==> src/gd_ctrl_pkg.sv <==
// shared constants for the gate driver host controller
package gd_ctrl_pkg;
    // clock and pin timing
    localparam int CLK_PERIOD_PS   = 8000;
    localparam int DEGLITCH_NS     = 40;
    localparam int DEGLITCH_CYC    = (DEGLITCH_NS * 1000 + CLK_PERIOD_PS - 1)
                                     / CLK_PERIOD_PS;
    // shortest pulse we emit: well clear of the device deglitch window
    localparam int PULSE_MIN_CYC   = 2 * DEGLITCH_CYC;
    // input filter length on the status pins
    localparam int PIN_FILT_CYC    = 4;

    // register byte offsets
    localparam logic [7:0] CTRL_OFS   = 8'h00;
    localparam logic [7:0] STATUS_OFS = 8'h04;
    localparam logic [7:0] PERIOD_OFS = 8'h08;
    localparam logic [7:0] DUTY_OFS   = 8'h0C;
    localparam logic [7:0] MUTE_OFS   = 8'h10;
    localparam logic [7:0] FILTER_OFS = 8'h14;

    // control register fields
    localparam int CTRL_ENABLE     = 0;
    localparam int CTRL_AUTO_RST   = 1;
    localparam int CTRL_PWM_ON_NEG = 2;
    localparam int CTRL_RUN        = 3;
    localparam int CTRL_CLEAR      = 4;
    localparam int CTRL_AUTO_CLEAR = 5;
    localparam int CTRL_W          = 6;

    // status register fields
    localparam int ST_FAULT        = 0;
    localparam int ST_READY        = 1;
    localparam int ST_FAULT_SEEN   = 2;
    localparam int ST_BUSY         = 3;
    localparam int ST_W            = 4;

    localparam int CNT_W           = 16;
    localparam int TIME_W          = 24;

    localparam logic [CNT_W-1:0]  PERIOD_RST = 16'h04E2;
    localparam logic [CNT_W-1:0]  DUTY_RST   = 16'h0271;
    localparam logic [TIME_W-1:0] MUTE_RST   = 24'h0001F4;
    localparam logic [TIME_W-1:0] FILTER_RST = 24'h0000FA;

    typedef enum logic [1:0] {
        CLR_IDLE    = 2'b00,
        CLR_MUTE    = 2'b01,
        CLR_LOW     = 2'b10,
        CLR_RELEASE = 2'b11
    } clr_state_t;
endpackage : gd_ctrl_pkg

==> src/pin_sync_filter.sv <==
// two-stage synchroniser followed by a stability filter for one pin
`timescale 1ns/100ps
module pin_sync_filter #(
    parameter int   STABLE_CYC = 4,
    parameter logic RST_VAL    = 1'b1
) (
    input  wire logic clk_i,
    input  wire logic rst_i,
    input  wire logic pin_i,
    output logic      level_o
);
    localparam int CW = $clog2(STABLE_CYC + 1);
    localparam logic [CW-1:0] CNT_END = CW'(STABLE_CYC - 1);

    logic          meta_r;
    logic          sync_r;
    logic [CW-1:0] cnt_r;

    if (STABLE_CYC < 1) begin : g_bad_stable
        $error("STABLE_CYC must be at least 1");
    end

    always_ff @(posedge clk_i) begin
        if (rst_i) begin
            meta_r <= RST_VAL;
            sync_r <= RST_VAL;
        end else begin
            meta_r <= pin_i;
            sync_r <= meta_r;
        end
    end

    // a level must hold STABLE_CYC cycles; pull-up ringing is dropped
    always_ff @(posedge clk_i) begin
        if (rst_i) begin
            cnt_r   <= '0;
            level_o <= RST_VAL;
        end else if (sync_r == level_o) begin
            cnt_r <= '0;
        end else if (cnt_r == CNT_END) begin
            cnt_r   <= '0;
            level_o <= sync_r;
        end else begin
            cnt_r <= cnt_r + 1'b1;
        end
    end
endmodule : pin_sync_filter

==> src/gd_host_ctrl.sv <==
// host-side controller: pwm, reset/enable and fault handling for the driver
//
// Contract
// - hold reset/enable high to enable outputs.
// - clear fault: hold low reset filter time.
// - auto reset: tie pwm to reset/enable.
// - auto reset on inverting input needs inversion.
// - pwm off time must exceed reset filter.
//
// Local design decisions: register access over Wishbone and the placing of the registers.
`timescale 1ns/100ps
module gd_host_ctrl #(
    parameter int MUTE_DEF   = 500,
    parameter int FILTER_DEF = 250
) (
    input  wire logic        clk_i,
    input  wire logic        rst_i,
    input  wire logic        wb_cyc_i,
    input  wire logic        wb_stb_i,
    input  wire logic        wb_we_i,
    input  wire logic [7:0]  wb_adr_i,
    input  wire logic [3:0]  wb_sel_i,
    input  wire logic [31:0] wb_dat_i,
    output logic      [31:0] wb_dat_o,
    output logic             wb_ack_o,
    input  wire logic        fault_alarm_n_i,
    input  wire logic        ready_i,
    output logic             pwm_pos_o,
    output logic             pwm_neg_o,
    output logic             rst_en_o
);
    import gd_ctrl_pkg::*;

    if (MUTE_DEF < 1 || MUTE_DEF >= (1 << TIME_W)) begin : g_bad_mute
        $error("MUTE_DEF out of range");
    end
    if (FILTER_DEF < 1 || FILTER_DEF >= (1 << TIME_W)) begin : g_bad_filter
        $error("FILTER_DEF out of range");
    end

    ////////////////////////////////////////////////////////////////////////
    // status pins

    logic fault_n_f;
    logic ready_f;

    // open-drain fault pin idles high, ready resets low; either level counts only once stable
    pin_sync_filter #(
        .STABLE_CYC (PIN_FILT_CYC),
        .RST_VAL    (1'b1)
    ) u_fault_pin (
        .clk_i   (clk_i),
        .rst_i   (rst_i),
        .pin_i   (fault_alarm_n_i),
        .level_o (fault_n_f)
    );

    pin_sync_filter #(
        .STABLE_CYC (PIN_FILT_CYC),
        .RST_VAL    (1'b0)
    ) u_ready_pin (
        .clk_i   (clk_i),
        .rst_i   (rst_i),
        .pin_i   (ready_i),
        .level_o (ready_f)
    );

    logic fault_act;
    assign fault_act = !fault_n_f;

    ////////////////////////////////////////////////////////////////////////
    // register file

    logic [CTRL_W-1:0] ctrl_r;
    logic [CNT_W-1:0]  period_r;
    logic [CNT_W-1:0]  duty_r;
    logic [TIME_W-1:0] mute_r;
    logic [TIME_W-1:0] filter_r;
    logic              fault_seen_r;
    logic              clear_pulse_r;
    clr_state_t        state_r;

    logic bus_req;
    logic wr_hit;
    assign bus_req = wb_cyc_i && wb_stb_i && !wb_ack_o;
    assign wr_hit  = bus_req && wb_we_i;

    always_ff @(posedge clk_i) begin
        if (rst_i) begin
            wb_ack_o <= 1'b0;
        end else begin
            wb_ack_o <= bus_req;
        end
    end

    // only byte lane 0 and 1 carry the narrow fields
    always_ff @(posedge clk_i) begin
        if (rst_i) begin
            ctrl_r   <= '0;
            period_r <= PERIOD_RST;
            duty_r   <= DUTY_RST;
            mute_r   <= TIME_W'(MUTE_DEF);
            filter_r <= TIME_W'(FILTER_DEF);
        end else if (wr_hit) begin
            case (wb_adr_i)
                CTRL_OFS: begin
                    if (wb_sel_i[0]) ctrl_r <= wb_dat_i[CTRL_W-1:0];
                end
                PERIOD_OFS: begin
                    if (wb_sel_i[0]) period_r[7:0]  <= wb_dat_i[7:0];
                    if (wb_sel_i[1]) period_r[15:8] <= wb_dat_i[15:8];
                end
                DUTY_OFS: begin
                    if (wb_sel_i[0]) duty_r[7:0]  <= wb_dat_i[7:0];
                    if (wb_sel_i[1]) duty_r[15:8] <= wb_dat_i[15:8];
                end
                MUTE_OFS: begin
                    if (wb_sel_i[0]) mute_r[7:0]   <= wb_dat_i[7:0];
                    if (wb_sel_i[1]) mute_r[15:8]  <= wb_dat_i[15:8];
                    if (wb_sel_i[2]) mute_r[23:16] <= wb_dat_i[23:16];
                end
                FILTER_OFS: begin
                    if (wb_sel_i[0]) filter_r[7:0]   <= wb_dat_i[7:0];
                    if (wb_sel_i[1]) filter_r[15:8]  <= wb_dat_i[15:8];
                    if (wb_sel_i[2]) filter_r[23:16] <= wb_dat_i[23:16];
                end
                default: begin
                end
            endcase
        end else begin
            // the clear command is self-clearing
            ctrl_r[CTRL_CLEAR] <= 1'b0;
        end
    end

    always_ff @(posedge clk_i) begin
        if (rst_i) begin
            clear_pulse_r <= 1'b0;
        end else begin
            clear_pulse_r <= wr_hit && wb_adr_i == CTRL_OFS && wb_sel_i[0]
                             && wb_dat_i[CTRL_CLEAR];
        end
    end

    // a new fault wins over a write-one-to-clear in the same cycle
    always_ff @(posedge clk_i) begin
        if (rst_i) begin
            fault_seen_r <= 1'b0;
        end else if (fault_act) begin
            fault_seen_r <= 1'b1;
        end else if (wr_hit && wb_adr_i == STATUS_OFS && wb_sel_i[0]
                     && wb_dat_i[ST_FAULT_SEEN]) begin
            fault_seen_r <= 1'b0;
        end
    end

    logic [ST_W-1:0] status;
    assign status = {state_r != CLR_IDLE, fault_seen_r, ready_f, fault_act};

    always_ff @(posedge clk_i) begin
        if (rst_i) begin
            wb_dat_o <= '0;
        end else if (bus_req && !wb_we_i) begin
            case (wb_adr_i)
                CTRL_OFS:   wb_dat_o <= 32'(ctrl_r);
                STATUS_OFS: wb_dat_o <= 32'(status);
                PERIOD_OFS: wb_dat_o <= 32'(period_r);
                DUTY_OFS:   wb_dat_o <= 32'(duty_r);
                MUTE_OFS:   wb_dat_o <= 32'(mute_r);
                FILTER_OFS: wb_dat_o <= 32'(filter_r);
                default:    wb_dat_o <= '0;
            endcase
        end
    end

    ////////////////////////////////////////////////////////////////////////
    // pwm generator

    logic             enable;
    logic             auto_rst;
    logic             on_neg;
    assign enable   = ctrl_r[CTRL_ENABLE];
    assign auto_rst = ctrl_r[CTRL_AUTO_RST];
    assign on_neg   = ctrl_r[CTRL_PWM_ON_NEG];

    logic [CNT_W-1:0] cnt_r;
    logic [TIME_W:0]  off_min;
    logic [TIME_W:0]  on_max;
    logic [CNT_W-1:0] duty_eff;

    // off time guard: filter plus pin latency margin in auto reset
    always_comb begin
        off_min = auto_rst
                  ? {1'b0, filter_r} + (TIME_W+1)'(PULSE_MIN_CYC)
                  : (TIME_W+1)'(PULSE_MIN_CYC);
        on_max  = (off_min >= (TIME_W+1)'(period_r)) ? '0
                  : (TIME_W+1)'(period_r) - off_min;
        duty_eff = duty_r;
        if ((TIME_W+1)'(duty_r) > on_max) begin
            duty_eff = on_max[CNT_W-1:0];
        end
        // a sliver the device would swallow is not sent at all
        if (duty_eff < CNT_W'(PULSE_MIN_CYC)) begin
            duty_eff = '0;
        end
    end

    always_ff @(posedge clk_i) begin
        if (rst_i || !ctrl_r[CTRL_RUN]) begin
            cnt_r <= '0;
        end else if (cnt_r >= period_r - 1'b1) begin
            cnt_r <= '0;
        end else begin
            cnt_r <= cnt_r + 1'b1;
        end
    end

    logic phase;
    logic gate_ok;
    assign phase   = cnt_r < duty_eff;
    // no switching without supply; outside auto reset also none during a fault or while clearing
    assign gate_ok = enable && ctrl_r[CTRL_RUN] && ready_f
                     && (auto_rst || (!fault_act && state_r == CLR_IDLE));

    ////////////////////////////////////////////////////////////////////////
    // fault clear sequence

    logic [TIME_W-1:0] tmr_r;
    logic              start_clr;
    assign start_clr = fault_act && !auto_rst
                       && (clear_pulse_r || ctrl_r[CTRL_AUTO_CLEAR]);

    always_ff @(posedge clk_i) begin
        if (rst_i) begin
            state_r <= CLR_IDLE;
            tmr_r   <= '0;
        end else begin
            case (state_r)
                CLR_IDLE: begin
                    tmr_r <= '0;
                    if (start_clr) state_r <= CLR_MUTE;
                end
                // the device ignores the pin until mute time ends
                CLR_MUTE: begin
                    if (tmr_r >= mute_r) begin
                        tmr_r   <= '0;
                        state_r <= CLR_LOW;
                    end else begin
                        tmr_r <= tmr_r + 1'b1;
                    end
                end
                // low for the whole filter time after mute
                CLR_LOW: begin
                    if (tmr_r >= filter_r) begin
                        tmr_r   <= '0;
                        state_r <= CLR_RELEASE;
                    end else begin
                        tmr_r <= tmr_r + 1'b1;
                    end
                end
                // alarm should let go once the pin is back high
                CLR_RELEASE: begin
                    if (!fault_act) begin
                        state_r <= CLR_IDLE;
                    end else if (tmr_r >= filter_r) begin
                        tmr_r   <= '0;
                        state_r <= CLR_MUTE;
                    end else begin
                        tmr_r <= tmr_r + 1'b1;
                    end
                end
                default: begin
                    state_r <= CLR_IDLE;
                end
            endcase
        end
    end

    ////////////////////////////////////////////////////////////////////////
    // pin drive

    logic pos_nxt;
    logic neg_nxt;
    logic rst_en_nxt;

    always_comb begin
        if (on_neg) begin
            // inverting use: positive input held high, pwm inverted
            pos_nxt = gate_ok;
            neg_nxt = gate_ok && !phase;
        end else begin
            pos_nxt = gate_ok && phase;
            neg_nxt = 1'b0;
        end
        if (!enable) begin
            rst_en_nxt = 1'b0;
        end else if (auto_rst) begin
            // reset rides the pwm; inverting use needs the inversion
            rst_en_nxt = on_neg ? !neg_nxt : pos_nxt;
        end else begin
            rst_en_nxt = (state_r == CLR_IDLE || state_r == CLR_RELEASE);
        end
    end

    // all three pins change on the same edge: no skew into the interlock
    always_ff @(posedge clk_i) begin
        if (rst_i) begin
            pwm_pos_o <= 1'b0;
            pwm_neg_o <= 1'b0;
            rst_en_o  <= 1'b0;
        end else begin
            pwm_pos_o <= pos_nxt;
            pwm_neg_o <= neg_nxt;
            rst_en_o  <= rst_en_nxt;
        end
    end
endmodule : gd_host_ctrl

==> config.mk <==
export PLATFORM = sky130hd
export DESIGN_NAME = gd_host_ctrl
export DESIGN_NICKNAME = d
export VERILOG_FILES = /design/src/gd_ctrl_pkg.sv /design/src/pin_sync_filter.sv /design/src/gd_host_ctrl.sv
export SDC_FILE = /design/constraint.sdc
export NUM_CORES = 1
export LEC_CHECK = 0
export BUFFER_PORTS_ARGS = -buffer_cell sky130_fd_sc_hd__buf_2
export CORE_MARGIN = 2
export CORE_UTILIZATION = 60
export CTS_CLUSTER_DIAMETER = 100
export DETAILED_ROUTE_END_ITERATION = 10
export MAX_ROUTING_LAYER = met4
export PLACE_DENSITY = 0.79
export SETUP_SLACK_MARGIN = 0.2
export SYNTH_ARGS = -nofsm -noshare
export SYNTH_HDL_FRONTEND = slang
export SYNTH_SLANG_ARGS = --single-unit
==> constraint.sdc <==
create_clock -name clk_i -period 8.35 [get_ports clk_i]
set_input_delay 0.4175 -clock clk_i [delete_from_list [all_inputs] [get_ports clk_i]]
set_output_delay 0.4175 -clock clk_i [all_outputs]
set_load 0.05 [all_outputs]
# Word level (Yosys, flattened, before mapping)
# Index checks and enable logic that the tools add are counted.
[op_classes]
n_addsub = 7
magnitude_cmp = 7
eq_ne = 18
n_mux = 21
n_bitwise = 4
reduce_logical = 52
[ops]
columns = ["operator", "count"]
rows = [
  ["24-bit one-hot mux with 6 select lines", 1],
  ["24-bit one-hot mux with 4 select lines", 1],
  ["24-bit 2-to-1 mux", 3],
  ["25-bit 2-to-1 mux", 2],
  ["24-bit >= comparator", 2],
  ["3-bit AND reduction", 11],
  ["16-bit 2-to-1 mux", 2],
  ["24-bit by 4-bit adder with 25-bit output (second input constant)", 1],
  ["25-bit by 16-bit >= comparator with 1-bit output", 1],
  ["16-bit by 25-bit greater-than comparator with 1-bit output", 1],
  ["16-bit by 25-bit subtractor with 25-bit output", 1],
  ["24-bit by 1-bit adder with 24-bit output (second input constant)", 1],
  ["1-bit logical AND", 18],
  ["16-bit by 1-bit adder with 16-bit output (second input constant)", 1],
  ["8-bit by 4-bit == test with 1-bit output (second input constant)", 2],
  ["8-bit by 5-bit == test with 1-bit output (second input constant)", 2],
  ["16-bit >= comparator", 1],
  ["16-bit less-than comparator", 1],
  ["16-bit by 4-bit less-than comparator with 1-bit output (second input constant)", 1],
  ["16-bit by 1-bit subtractor with 16-bit output (second input constant)", 1],
  ["2-bit 2-to-1 mux", 5],
  ["2-bit inequality test (second input constant)", 5],
  ["8-bit by 3-bit == test with 1-bit output (second input constant)", 1],
  ["8-bit logical NOT", 1],
  ["other kinds (17)", 43],
]
[totals]
regBits = 178
inputBits = 51
out_inout_bits = 36
elab_cells = 139

# Depth between registers and ports, before layout
# Gate-level depths: netlist of run 1.
[logic_depth]
depth_word = 15
mapped_depth = 37

# Cells and area by module
# Synthesis of run 1 repeated with hierarchy kept, for this count alone.
[hier_totals]
hier_cells = 1408
area_unflattened_um2 = 11315.9
[modules_own_cells]
columns = ["module", "instances", "cells_per_inst", "area_each_um2"]
rows = [
  ["gd_host_ctrl", 1, 1374, 10890.4],
  ["pin_sync_filter at u_fault_pin", 1, 17, 214.0],
  ["pin_sync_filter at u_ready_pin", 1, 17, 211.5],
]

# Least setup slack after synthesis of run 1
# No wires, ideal clock.
[synth_path]
path_kind = "reg2reg"
startpoint = "reg filter_r[2]"
endpoint = "reg pwm_pos_o"
setup_time_ns = 0.058
arrival_time_ns = 7.076
setup_slack_ns = 1.216
path_stages_with_launch = 36
synth_period_minus_slack_ns = 7.134
cell_sequence = "dfxtp_1 -> ha_1 -> nor2_1 -> or4_1 -> xnor2_1 -> nand2_1 -> ha_1 -> buf_2 -> and4_1 -> and4_1 -> o211ai_1 -> a31o_2 -> nor3_2 -> buf_4 -> clkbuf_1 -> nand2_1 -> ha_1 -> o21a_1 -> o31ai_1 -> a211o_1 -> a221oi_1 -> o21ai_0 -> a21oi_2 -> buf_4 -> mux2_2 -> ha_1 -> a21o_1 -> a21o_1 -> a21o_1 -> a21o_1 -> a211oi_1 -> o21ai_0 -> or4_1 -> a211oi_2 -> or2_1 -> o21a_1"
[synth_via]
elab_chain_cells = 11
word_cells_on_any_way = 12
cone_classes = "add/sub: 2; order compare: 4; mux: 5; reduce/logical: 1"
[synth_lines]
columns = ["element", "line_no", "text"]
rows = [
  ["start: declaration", "gd_host_ctrl.sv:78", "logic [TIME_W-1:0] filter_r;"],
  ["start signal: assignment", "gd_host_ctrl.sv:103", "filter_r <= TIME_W'(FILTER_DEF);"],
  ["start signal: assignment", "gd_host_ctrl.sv:123", "if (wb_sel_i[0]) filter_r[7:0] <= wb_dat_i[7:0];"],
  ["24-bit by 4-bit adder with 25-bit output (*)", "gd_host_ctrl.sv:194", "? {1'b0, filter_r} + (TIME_W+1)'(PULSE_MIN_CYC)"],
  ["25-bit 2-to-1 mux (*)", "gd_host_ctrl.sv:194", ""],
  ["16-bit by 25-bit subtractor with 25-bit output or 25-bit by 16-bit >= comparator with 1-bit output (tied branches)", "gd_host_ctrl.sv:197, gd_host_ctrl.sv:196", ""],
  ["25-bit 2-to-1 mux (*)", "gd_host_ctrl.sv:196", "on_max = (off_min >= (TIME_W+1)'(period_r)) ? '0"],
  ["16-bit by 25-bit greater-than comparator with 1-bit output", "gd_host_ctrl.sv:199", "if ((TIME_W+1)'(duty_r) > on_max) begin"],
  ["16-bit 2-to-1 mux (*)", "gd_host_ctrl.sv:199", ""],
  ["16-bit by 4-bit less-than comparator with 1-bit output", "gd_host_ctrl.sv:203", "if (duty_eff < CNT_W'(PULSE_MIN_CYC)) begin"],
  ["16-bit 2-to-1 mux (*)", "gd_host_ctrl.sv:203", ""],
  ["16-bit less-than comparator (*)", "gd_host_ctrl.sv:220", "assign phase = cnt_r < duty_eff;"],
  ["1-bit logical AND (*)", "gd_host_ctrl.sv:292", "pos_nxt = gate_ok && phase;"],
  ["1-bit 2-to-1 mux (*)", "gd_host_ctrl.sv:287", "if (on_neg) begin"],
  ["end signal: assignment", "gd_host_ctrl.sv:312", "pwm_pos_o <= pos_nxt;"],
  ["end: declaration", "gd_host_ctrl.sv:28", "output logic pwm_pos_o,"],
]
# Mark *: on every way between the ends. The rest lies on a longest branch, timed or not.
# A chain may end at the register's enable or synchronous reset.

# Final worst setup path of run 1
[layout_path]
startpoint = "reg filter_r[1]"
endpoint = "reg pwm_pos_o"
# The elaborated chain is that of the path after synthesis.

==> results of run 1 <==
## layout by cell type, fill, tap and decap left out, drive strengths merged, types with 5 or more instances in the layout
cell type    n
a211oi      21
a21o        25
a21oi       65
a221oi      14
a22oi       20
a31oi       11
and2         5
and3        16
and4         5
buf         87
clkbuf      17
clkinv       8
conb         8
dfxtp      170
ha         123
inv         85
mux2         5
mux2i       77
nand2      152
nand2b       8
nand3       41
nand4       26
nor2       168
nor2b       18
nor3        39
nor3b        6
nor4        18
o211ai      23
o21a         9
o21ai       48
o22ai        9
or2         13
or3          5
or4          5
xnor2       45
xor2        29
## logic make-up after synthesis
group / after synthesis / share of synthesized area (%)
buffers and inverters: 142 / 5.002
DFF: 170 / 29.64
muxes: 82 / 7.204
and+or+nand+nor: 532 / 22.10
adders and majority gates: 124 / 13.58
other: 1 / 0.03266
xor gates and xnor gates: 74 / 5.645
AOI/OAI and AO/OA: 281 / 16.79
## per-stage QoR
step	power, W	setup WS, ns	area, µm²
after global routing	0.001744	0.1973	12610
after detailed placement	0.0009291	0.4840	11940
after floorplan	0.0008985	1.216	11510
after global placement	0.0009280	0.6094	11940
after CTS	0.001702	0.4239	12520
final	0.001704	0.6509	12610
## cells in the mapped netlist (3+ instances only)
| cell | instances |
|---|---|
| sky130_fd_sc_hd__dfxtp_1 | 170 |
| sky130_fd_sc_hd__nor2_1 | 166 |
| sky130_fd_sc_hd__nand2_1 | 152 |
| sky130_fd_sc_hd__ha_1 | 123 |
| sky130_fd_sc_hd__inv_1 | 79 |
| sky130_fd_sc_hd__mux2i_1 | 77 |
| sky130_fd_sc_hd__a21oi_1 | 63 |
| sky130_fd_sc_hd__clkbuf_1 | 47 |
| sky130_fd_sc_hd__xnor2_1 | 45 |
| sky130_fd_sc_hd__o21ai_0 | 44 |
| sky130_fd_sc_hd__nand3_1 | 41 |
| sky130_fd_sc_hd__nor3_1 | 37 |
| sky130_fd_sc_hd__xor2_1 | 29 |
| sky130_fd_sc_hd__a21o_1 | 25 |
| sky130_fd_sc_hd__nand4_1 | 24 |
| sky130_fd_sc_hd__o211ai_1 | 22 |
| sky130_fd_sc_hd__a211oi_1 | 20 |
| sky130_fd_sc_hd__a22oi_1 | 20 |
| sky130_fd_sc_hd__nor2b_1 | 18 |
| sky130_fd_sc_hd__and3_1 | 16 |
| sky130_fd_sc_hd__nor4_1 | 16 |
| sky130_fd_sc_hd__a221oi_1 | 13 |
| sky130_fd_sc_hd__a31oi_1 | 11 |
| sky130_fd_sc_hd__buf_4 | 10 |
| sky130_fd_sc_hd__o21a_1 | 9 |
| sky130_fd_sc_hd__o22ai_1 | 9 |
| sky130_fd_sc_hd__or2_2 | 9 |
| sky130_fd_sc_hd__nand2b_1 | 8 |
| sky130_fd_sc_hd__nor3b_1 | 6 |
| sky130_fd_sc_hd__and2_1 | 5 |
| sky130_fd_sc_hd__and4_1 | 5 |
| sky130_fd_sc_hd__mux2_2 | 5 |
| sky130_fd_sc_hd__a211o_1 | 4 |
| sky130_fd_sc_hd__a41oi_1 | 4 |
| sky130_fd_sc_hd__nand3b_1 | 4 |
| sky130_fd_sc_hd__o2111ai_1 | 4 |
| sky130_fd_sc_hd__or2_1 | 4 |
| sky130_fd_sc_hd__or3_1 | 4 |
| sky130_fd_sc_hd__or4_1 | 4 |
| sky130_fd_sc_hd__buf_2 | 3 |
| sky130_fd_sc_hd__o21ai_1 | 3 |
| sky130_fd_sc_hd__o21bai_1 | 3 |
## metal layers
metal  wire (µm)  vias to the layer above
li1            -                     5111
met1       14250                     4980
met2       15170                      390
met3        2099                       90
met4        1047                        0
met5           0                        -
## cell type report
class	instances	area share (%)
flip-flops and latches	170	27.00
inverters	80	2.381
clock buffers	17	3.374
repair buffers	87	3.830
clock inverters	15	1.230
well taps	234	2.322
multi-input cells	1101	59.86
## worst min-delay path by stage
stage / from / end / slack, ns
floorplan: u_fault_pin.meta_r$_SDFF_PP1_ / u_fault_pin.sync_r$_SDFF_PP1_ / 0.39
global placement: u_fault_pin.meta_r$_SDFF_PP1_ / u_fault_pin.sync_r$_SDFF_PP1_ / 0.40
detailed placement: u_fault_pin.meta_r$_SDFF_PP1_ / u_fault_pin.sync_r$_SDFF_PP1_ / 0.40
CTS: fault_alarm_n_i / u_fault_pin.meta_r$_SDFF_PP1_ / 0.15
global route: fault_alarm_n_i / u_fault_pin.meta_r$_SDFF_PP1_ / 0.15
finish: fault_alarm_n_i / u_fault_pin.meta_r$_SDFF_PP1_ / 0.16
## power by group through the flow
| stage | registers, W | logic [W] | clock network [W] |
|---|---|---|---|
| 2_1_floorplan | 0.000840 | 0.0000587 | 0 |
| 5_1_grt | 0.000818 | 0.000102 | 0.000824 |
| 6_report | 0.000817 | 0.0000953 | 0.000791 |
| 3_3_place_gp | 0.000836 | 0.0000916 | 0 |
| 4_1_cts | 0.000817 | 0.0000930 | 0.000792 |
| 3_5_place_dp | 0.000837 | 0.0000926 | 0 |
## flip-flops by register name, indices dropped and copies added, names as in the netlist, 2 cells and up
| register | cells |
|---|---|
| filter_r | 24 |
| mute_r | 24 |
| tmr_r | 24 |
| wb_dat_o | 24 |
| cnt_r | 16 |
| duty_r | 16 |
| period_r | 16 |
| ctrl_r | 6 |
| u_fault_pin.cnt_r | 3 |
| u_ready_pin.cnt_r | 3 |
| state_r | 2 |
## what timing repair did
| action | 4_1_cts | 5_1_grt |
|---|---|---|
| resized for setup | 0 | 4 |
| hold buffers | 0 | 0 |
| buffers inserted | 0 | 9 |
| endpoints found under the setup margin | 0 | 3 |
==> implementation parameters, run 1 <==
Parameter                              Value

Route
  Vias after detailed routing    approximately 11000
  DRC    0
  Post-detailed-routing wire length    about 33000 µm
  Initial DRC count    between 800 and 900
  Post-route ant nets    0
  Vias per cell    6.204
  Average routed wire per standard cell    roughly 19 µm
  Pre-antenna DRT Iters    5

Worst setup path
  Arrival time at the worst endpoint    8.09 ns
  Largest fanout of any net on the critical path    7
  Launching element type of the critical path    flip-flop
  Slowest stage cell, crit path    sky130_fd_sc_hd__or4_1
  Reg2reg path depth    33
  CP delay by family, top    compound AO/OA/AOI/OAI gates
  Cell count along the critical path    33
  Reg-to-reg startpoint    filter_r[1]$_SDFFE_PP1P_
  Worst Setup Path Type    reg2reg
  Max incr delay on CP    around 0.47 ns
  Worst path buffer plus inverter count    2
  Most common cell on crit path    sky130_fd_sc_hd__a21o_1
  Reg-to-reg slack, setup    about 0.65 ns
  Worst R2R End    pwm_pos_o$_SDFF_PP0_
  Critical path capture point    pwm_pos_o$_SDFF_PP0_
  Critical Path Sink Type    flip-flop
  Startpoint of the worst setup timing path    filter_r[1]$_SDFFE_PP1P_
  Worst EP required    between 8 and 9 ns

Power and ir drop
  Internal portion of total power    0.001238 W
  Power per unit of standard cell area    approximately 140 mW/mm²
  Sw Ratio    between 20% and 30%
  Clock network fraction of total power    46.4%
  P_sw    0.0004652 W
  Leakage dissipation    about 5.6 nW
  Sequential cell fraction of total power    48.0%
  Fraction of power consumed by combinational cells    roughly 5.6%
  Largest vdd supply drop    roughly 0.15 mV

Yosys
  Yosys warnings    0
  Share of the yosys chip area belonging to registers    29.64%
  Commonest register cell after synthesis    sky130_fd_sc_hd__dfxtp_1
  Mean instance size in the synthesized netlist    8.166 µm²
  Largest cells by area after synthesis    sky130_fd_sc_hd__dfxtp_1 30%, sky130_fd_sc_hd__ha_1 13%, sky130_fd_sc_hd__mux2i_1 6.7%
  Gate count of the mapped netlist    between 1000 and 1500
  Count of state elements after synthesis    170
  Unique masters post-synth    a little under 80
  Cell accounting for the most synthesized area    sky130_fd_sc_hd__dfxtp_1
  Post-synthesis cell area    roughly 0.011 mm²
  Number of flops mapped to enable cells by yosys    0
  Asr flop ratio synth    0%
  Share of the synthesized area in the top cell type    29.64%

Placed design
  Number of placed cells counting well taps    approximately 1700
  Global placer's final weighted congestion    approximately 0.99
  Number of input and output port buffers inserted    between 60 and 70
  Estimated wirelength of the detail-placed design    24350 µm

Timing
  Count of endpoints failing setup in the final report    0
  Final sum of negative setup slack    0 ns
  Slew at the pin with the worst max-slew slack    1.169 ns
  Relative slew slack    between 20% and 30%
  Final Hold Slack    about 0.16 ns
  RSZ-0062 raised after global routing    no
  Final hold violation count    0
  Minimum clock period    around 7.7 ns
  Clock skew after layout    approximately 0.019 ns
  Number of max-slew violations in the final report    0
  Max Clk Rate    approximately 130 MHz
  Fin crit share    92.21%

Worst hold path
  Worst min-delay path category    in2reg
  Worst Hold Path Cells    2

Clock tree
  H-tree levels    4
  Max Buffers Root-to-Sink    2
  Clock Sinks    170
  Clock edge transition at the registers on the reported setup and hold paths    about 0.070 ns
  Root buffer selected by CTS    sky130_fd_sc_hd__clkbuf_16
  Clk_lat worst skew    between 0.4 and 0.5 ns
  TritonCTS clock tree    yes
  CTS buffer count    17

Run status
  Run status    completed

Global route
  Initial antenna violation count    0
  Maximum number of pins on one net before global-route repair    90
  Global routing usage summed across all routing layers    33.47%
  Overflow left after global routing    0
  Busiest layer in global routing    met2
  Global routing usage on met1    42.06%
  Vias in the first global route    slightly above 10000
  Grt met2 use    54.61%
  Global routing met3 resource utilization    under 10%
  First-pass GRT wire length    between 50000 and 60000 µm

Finish
  Fillers    1629
  Multi-input logic area    roughly 0.0075 mm²
  Fraction of layout instances using a drive strength above 1    between 10% and 20%
  Nets    about 1600
  Area taken by flip-flops and latches    0.003405 mm²
  Area added between synthesis and finish    9.830%
  Util after Layout    between 60% and 70%
  Final standard cell count with taps included and fillers excluded    approximately 1700
  Diodes inserted    0

Floorplan
  Row count    50
  Num ports    87
  Starting utilization of the core area    roughly 60%
  Placeable core region    0.01877 mm²
  Die H    roughly 140 µm
  Die outline area    around 0.020 mm²
  Horizontal extent of the die    between 100 and 150 µm

Flow run
  Number of violations of the max-capacitance limit    0
(Power assumes the default switching activity.)
==> run 2: changes to the inputs <==
--- a/config.mk
+++ b/config.mk
@@ -7,11 +7,11 @@
 export LEC_CHECK = 0
 export BUFFER_PORTS_ARGS = -buffer_cell sky130_fd_sc_hd__buf_2
 export CORE_MARGIN = 2
-export CORE_UTILIZATION = 60
+export CORE_UTILIZATION = 62
 export CTS_CLUSTER_DIAMETER = 100
 export DETAILED_ROUTE_END_ITERATION = 10
 export MAX_ROUTING_LAYER = met4
-export PLACE_DENSITY = 0.79
+export PLACE_DENSITY = 0.81
 export SETUP_SLACK_MARGIN = 0.2
 export SYNTH_ARGS = -nofsm -noshare
 export SYNTH_HDL_FRONTEND = slang
==> run 2 against run 1 <==
  * The run now ends with DRC left
  * Clock-buffer cell count rose by 1
  * Via count rose by 0.11%
  * Worst hold slack improved by 0.0071 ns
  * Critical path depth rose by 2
  * Non-clock buffer count fell by 5
  * Clock skew fell by 0.0019 ns
  * Sequential cell count did not move
  * First-iteration DRC count rose by 1.6%
  * Die area fell by 3.1%
==> implementation parameters, run 2 (synthesis results as in run 1) <==
Parameter                              Value

Floorplan
  Die H    140.1 µm (-1.6%)
  Horizontal extent of the die    140.1 µm (-1.6%)
  Starting utilization of the core area    63.48% (+2.3 points)
  Num ports    87 (unchanged)
  Die outline area    0.01962 mm² (-3.1%)
  Row count    49 (-2.0%)
  Placeable core region    0.01809 mm² (-3.6%)

Clock tree
  Max Buffers Root-to-Sink    2 (unchanged)
  Root buffer selected by CTS    sky130_fd_sc_hd__clkbuf_16
  Clk_lat worst skew    0.45 ns (about the same)
  Number of buffers inserted for hold repair after clock tree synthesis    0 (unchanged)
  Clock edge transition at the registers on the reported setup and hold paths    0.07 ns (about the same)
  Clock Sinks    170 (unchanged)
  CTS buffer count    17 (unchanged)
  H-tree levels    4 (unchanged)
  TritonCTS clock tree    yes

Worst setup path
  Arrival time at the worst endpoint    8.13 ns (+0.04 ns)
  Launching element type of the critical path    flip-flop
  Critical Path Sink Type    flip-flop
  Slowest stage cell, crit path    sky130_fd_sc_hd__or4_1
  Largest fanout of any net on the critical path    20 (+13)
  Cell count along the critical path    35 (+6.1%)
  Reg2reg path depth    35 (+6.1%)
  Worst EP required    8.71 ns (-0.03 ns)
  Max incr delay on CP    0.45 ns (-0.02 ns)
  Worst path buffer plus inverter count    4 (+2)
  CP delay by family, top    compound AO/OA/AOI/OAI gates
  Worst Setup Path Type    reg2reg

Placed design
  Number of input and output port buffers inserted    69 (unchanged)
  Estimated wirelength of the detail-placed design    24130 µm (-0.90%)
  Worst Setup Slack post-DPL    0.5694 ns (+0.08548 ns)
  Global placer's final weighted congestion    0.9663 (-2.1%)

Finish
  Nets    1627 (-0.31%)
  Leading cell types in the layout, fill and taps excluded    170 x sky130_fd_sc_hd__dfxtp_1, 166 x sky130_fd_sc_hd__nor2_1, 152 x sky130_fd_sc_hd__nand2_1
  Util after Layout    69.51% (+2.3 points)
  Area added between synthesis and finish    9.492%
  Leading cell type in the layout, fill and taps excluded    sky130_fd_sc_hd__dfxtp_1
  Fraction of layout instances using a drive strength above 1    10.31% (-0.37 points)

Power and ir drop
  Total design power    0.001694 W (-0.53%)
  Power per unit of standard cell area    134.8 mW/mm² (-0.23%)
  Largest vdd supply drop    0.1532 mV (+2.2%)
  Leakage dissipation    5.539 nW (-0.35%)

Timing
  Max Clk Rate    128.8 MHz (-0.80%)
  Clock skew after layout    0.01726 ns (-0.001932 ns)
  Final sum of negative setup slack    0 ns (unchanged)
  Final hold violation count    0 (unchanged)
  RSZ-0062 raised after global routing    no
  Fin crit share    92.95% (+0.74 points)
  Count of endpoints failing setup in the final report    0 (unchanged)
  Slew at the pin with the worst max-slew slack    1.169 ns (-0.0001732 ns)
  Number of max-slew violations in the final report    0 (unchanged)
  Relative slew slack    22.06% (about the same)
  Minimum clock period    7.761 ns (+0.06196 ns)
  Post-route setup slack    0.5889 ns (-0.06196 ns)

Global route
  First-pass GRT wire length    51760 µm (-0.20%)
  Overflow left after global routing    0 (unchanged)
  Initial antenna violation count    0 (unchanged)
  Vias in the first global route    10040 (-0.53%)
  Maximum number of pins on one net before global-route repair    104 (+16%)
  Global routing usage summed across all routing layers    33.97% (+0.50 points)

Worst hold path
  Worst min-delay path category    in2reg
  Worst Hold Path Cells    2 (unchanged)

Route
  Initial DRC count    901 (+1.6%)
  DRC    10 (+10)
  Vias per cell    6.244 (+0.65%)
  Vias after detailed routing    10580 (+0.11%)
  Post-route ant nets    0 (unchanged)
  Pre-antenna DRT Iters    11 (+6)
  Post-detailed-routing wire length    32420 µm (-0.43%)
  Average routed wire per standard cell    19.13 µm (about the same)

Run status
  Violations in the final reports    DRC
  Run status    complete, but fails checks

Flow run
  Number of violations of the max-capacitance limit    0 (unchanged)
-- run 2: worst paths after layout --
path | from | endpoint | slack, ns
setup reg to reg | filter_r[2]$_SDFFE_PP0P_ | rst_en_o$_SDFF_PP0_ | 0.59
hold / removal | fault_alarm_n_i | u_fault_pin.meta_r$_SDFF_PP1_ | 0.16
hold reg to reg | u_fault_pin.cnt_r[0]$_SDFF_PP0_ | u_fault_pin.cnt_r[0]$_SDFF_PP0_ | 0.42
setup / recovery | filter_r[2]$_SDFFE_PP0P_ | rst_en_o$_SDFF_PP0_ | 0.59
-- run 2: repair_timing --
action | 4_1_cts | 5_1_grt
setup endpoints to repair | 0 | 3
hold endpoints to repair | 0 | 0
resized for setup | 0 | 6
buffers inserted | 0 | 3
-- run 2: routing by layer --
layer / up-vias / GRT usage [%] / share of wire [%]
met3: 90 / 4.650 / 7.2
met4: 0 / 12.97 / 3.4
met2: 440 / 55.12 / 47
met1: 4951 / 43.32 / 43
li1: 5102 / - / -
met5: - / - / 0
-- run 2: final cells by class --
type,count,area (µm²)
multi-input cells,1101,7547
clock buffers,18,429.2
fillers,1451,5515
diodes,1,2.502
clock inverters,14,148.9
inverters,80,300.3
well taps,229,286.5
flip-flops and latches,170,3403
repair buffers,82,452.9
-- run 2: power by group --
| group | switching [W] | internal, W | total, W | leakage, nW |
|---|---|---|---|---|
| clock | 0.000382 | 0.000400 | 0.000782 | 0.281 |
| sequential | 0.00000350 | 0.000814 | 0.000818 | 1.37 |
| combinational | 0.0000678 | 0.0000267 | 0.0000945 | 3.89 |
| total | 0.000454 | 0.00124 | 0.00169 | 5.54 |
-- run 2: per-stage QoR --
stage	instances	area, µm²	hold slack [ns]
floorplan	1413	11510	0.3895
global placement	1659	11940	0.4080
detailed placement	1659	11940	0.3989
CTS	1691	12520	0.1531
global route	1694	12570	0.1659
finish	1695	12570	0.1643
-- run 2: worst register-to-register path: cells and delay by family (launching register included) --
| family | cells | cell delay [ns] |
|---|---|---|
| DFF | 1 | 0.44 |
| xor gates and xnor gates | 1 | 0.15 |
| buffers and inverters | 4 | 0.58 |
| and+or+nand+nor | 8 | 1.86 |
| AOI/OAI and AO/OA | 17 | 3.09 |
| adders and majority gates | 4 | 1.21 |
| muxes | 1 | 0.37 |
==> run 3: changes to the inputs <==
--- a/config.mk
+++ b/config.mk
@@ -7,11 +7,11 @@
 export LEC_CHECK = 0
 export BUFFER_PORTS_ARGS = -buffer_cell sky130_fd_sc_hd__buf_2
 export CORE_MARGIN = 2
-export CORE_UTILIZATION = 62
+export CORE_UTILIZATION = 63
 export CTS_CLUSTER_DIAMETER = 100
 export DETAILED_ROUTE_END_ITERATION = 10
 export MAX_ROUTING_LAYER = met4
-export PLACE_DENSITY = 0.81
+export PLACE_DENSITY = 0.82
 export SETUP_SLACK_MARGIN = 0.2
 export SYNTH_ARGS = -nofsm -noshare
 export SYNTH_HDL_FRONTEND = slang
==> constraint.sdc (replaced) <==
create_clock -name clk_i -period 9.3 [get_ports clk_i]
set_input_delay 0.465 -clock clk_i [delete_from_list [all_inputs] [get_ports clk_i]]
set_output_delay 0.465 -clock clk_i [all_outputs]
set_load 0.05 [all_outputs]
==> run 3 against run 2 <==
  * The run now ends clean
  * Final cell count is 0.41% lower
  * Via count increased by 0.56%
  * Sequential cell count unchanged
  * Non-clock buffer count decreased by 5
  * Utilization increased by 0.34 points
  * Clock power shrank 11%
  * Sequential share of layout area increased by 0.15 points
  * Maximum frequency decreased by 3.0%
  * Combinational power shrank 9.0%
  * Worst setup slack better by 0.71 ns
  * Die area down 1.5%
==> implementation parameters, run 3 (synthesis results as in run 1) <==
Parameter                              Value

Run status
  Run status    completed

Worst setup path
  Launching element type of the critical path    flip-flop
  Most common cell on crit path    sky130_fd_sc_hd__a21o_1
  Critical Path Sink Type    flip-flop
  Max incr delay on CP    0.50 ns (+0.05 ns)
  Worst EP required    9.66 ns (+0.95 ns)
  Worst Setup Path Type    reg2reg
  Slowest stage cell, crit path    sky130_fd_sc_hd__ha_1
  Arrival time at the worst endpoint    8.36 ns (+0.23 ns)
  Largest fanout of any net on the critical path    20 (unchanged)

Timing
  Number of max-slew violations in the final report    0 (unchanged)
  Clock skew after layout    0.01104 ns (-0.006219 ns)
  Max Clk Rate    125.0 MHz (-3.0%)
  Post-route setup slack    1.303 ns (+0.7138 ns)
  Final hold violation count    0 (unchanged)
  RSZ-0062 raised after global routing    no
  Count of endpoints failing setup in the final report    0 (unchanged)
  Slew at the pin with the worst max-slew slack    1.198 ns (+0.02937 ns)
  Relative slew slack    20.10% (-2.0 points)
  Final sum of negative setup slack    0 ns (unchanged)
  Final Hold Slack    0.2071 ns (+0.04279 ns)
  Minimum clock period    7.997 ns (+0.2362 ns)
  Fin crit share    85.99% (-7.0 points)

Global route
  Global routing usage summed across all routing layers    33.98% (about the same)
  Vias in the first global route    10010 (-0.31%)
  Overflow left after global routing    0 (unchanged)
  First-pass GRT wire length    51450 µm (-0.59%)
  Initial antenna violation count    0 (unchanged)
  Maximum number of pins on one net before global-route repair    102 (-1.9%)

Power and ir drop
  P_sw    0.0004056 W (-11%)
  Leakage dissipation    5.516 nW (-0.43%)
  Clock network fraction of total power    46.0% (-0.2 points)
  Power per unit of standard cell area    121.4 mW/mm² (-9.9%)
  Total design power    0.001518 W (-10%)
  Fraction of power consumed by combinational cells    5.7% (about the same)
  Largest vdd supply drop    0.1478 mV (-3.5%)
  Sequential cell fraction of total power    48.4% (about the same)
  Sw Ratio    26.72% (-0.056 points)
  Internal portion of total power    0.001113 W (-10%)

Placed design
  Global placer's final weighted congestion    0.9607 (-0.58%)
  Number of input and output port buffers inserted    69 (unchanged)
  Area of placed instances    0.01193 mm² (-0.13%)
  Estimated wirelength of the detail-placed design    24040 µm (-0.38%)
  Worst Setup Slack post-DPL    1.389 ns (+0.8191 ns)

Clock tree
  Root buffer selected by CTS    sky130_fd_sc_hd__clkbuf_16
  TritonCTS clock tree    yes
  H-tree levels    4 (unchanged)
  Number of buffers inserted for hold repair after clock tree synthesis    0 (unchanged)
  Clk_lat worst skew    0.44 ns (about the same)
  Max Buffers Root-to-Sink    2 (unchanged)
  Clock edge transition at the registers on the reported setup and hold paths    0.07 ns (about the same)
  Post-cts sizing count    0 (unchanged)
  CTS buffer count    17 (unchanged)
  Clock Sinks    170 (unchanged)
  Post CTS Setup Buffer Count    0 (unchanged)

Worst hold path
  Worst min-delay path category    in2reg

Floorplan
  Horizontal extent of the die    139.0 µm (-0.77%)
  Num ports    87 (unchanged)
  Die outline area    0.01932 mm² (-1.5%)
  Die H    139.0 µm (-0.77%)
  Row count    49 (unchanged)
  Starting utilization of the core area    64.13% (+0.65 points)
  Placeable core region    0.01790 mm² (-1.0%)

Finish
  Fillers    1435 (-1.1%)
  Post-Layout Inst Area    0.01250 mm² (-0.54%)
  Area taken by flip-flops and latches    0.003403 mm² (unchanged)
  Multi-input logic area    0.007530 mm² (-0.23%)
  Fraction of layout instances using a drive strength above 1    9.870% (-0.44 points)
  Nets    1622 (-0.31%)
  Leading cell types in the layout, fill and taps excluded    170 x sky130_fd_sc_hd__dfxtp_1, 166 x sky130_fd_sc_hd__nor2_1, 152 x sky130_fd_sc_hd__nand2_1
  Area added between synthesis and finish    8.903%
  Diodes inserted    0 (-1)
  Leading cell type in the layout, fill and taps excluded    sky130_fd_sc_hd__dfxtp_1

Route
  Average routed wire per standard cell    18.94 µm (-0.99%)
  Pre-antenna DRT Iters    7 (-4)
  Vias per cell    6.305 (+0.97%)
  Post-route ant nets    0 (unchanged)
  Initial DRC count    917 (+1.8%)
  Vias after detailed routing    10640 (+0.56%)
  DRC    0 (-10)
  Post-detailed-routing wire length    31970 µm (-1.4%)

Flow run
  Number of violations of the max-capacitance limit    0 (unchanged)
run 3: cell types whose count changed in the layout (fill, tap and decap cells not counted), sizes merged:
cell	change
buf	-5
clkbuf	-1
clkinv	+1
clkinvlp	-1
diode	-1
run 3: final cells by class:
| class | instances | share of cell area, % |
|---|---|---|
| multi-input combinational | 1101 | 60.22 |
| sequential | 170 | 27.22 |
| clock buffer | 17 | 3.402 |
| timing repair buffer | 77 | 3.262 |
| inverter | 80 | 2.402 |
| tap | 229 | 2.292 |
| clock inverter | 14 | 1.201 |
run 3: worst paths after layout:
path                            cells past startpoint  slack [ns]                       endpoint                           from
worst max-delay path                               33        1.30            rst_en_o$_SDFF_PP0_       filter_r[5]$_SDFFE_PP1P_
worst min-delay path                                2        0.21  u_fault_pin.meta_r$_SDFF_PP1_                fault_alarm_n_i
worst max register to register                     33        1.30            rst_en_o$_SDFF_PP0_       filter_r[5]$_SDFFE_PP1P_
worst min register to register                      1        0.41  u_fault_pin.sync_r$_SDFF_PP1_  u_fault_pin.meta_r$_SDFF_PP1_
run 3: layer usage:
metal / part of all wire (%) / wire [µm] / GRT usage [%] / vias up
li1: - / - / - / 5101
met1: 42 / 13460 / 42.36 / 5036
met2: 48 / 15230 / 55.79 / 418
met3: 6.7 / 2129 / 5.352 / 87
met4: 3.6 / 1150 / 12.71 / 0
met5: 0 / 0 / - / -
run 3: stage by stage:
| step | utilization [%] | instances |
|---|---|---|
| 2_1_floorplan | - | 1413 |
| 3_3_place_gp | 66.63 | 1657 |
| 3_5_place_dp | 66.63 | 1657 |
| 4_1_cts | 69.84 | 1688 |
| 5_1_grt | 69.84 | 1688 |
| 6_report | 69.84 | 1688 |
run 3: power groups by stage:
stage          Clock (W)  Combinational, W  Sequential (W)
2_1_floorplan          0         0.0000527        0.000754
3_3_place_gp           0         0.0000820        0.000751
3_5_place_dp           0         0.0000828        0.000751
4_1_cts         0.000706         0.0000837        0.000734
5_1_grt         0.000732         0.0000919        0.000734
6_report        0.000698         0.0000860        0.000734
run 3: worst max-delay path, delay by kind of cell, from the launching register on:
kind / cells / cell delay, ns
compound gates: 17 / 3.26
xor+xnor: 1 / 0.17
fa+ha+maj: 3 / 1.10
buf+inv: 3 / 0.48
flops: 1 / 0.42
mux: 1 / 0.37
simple gates: 8 / 2.11
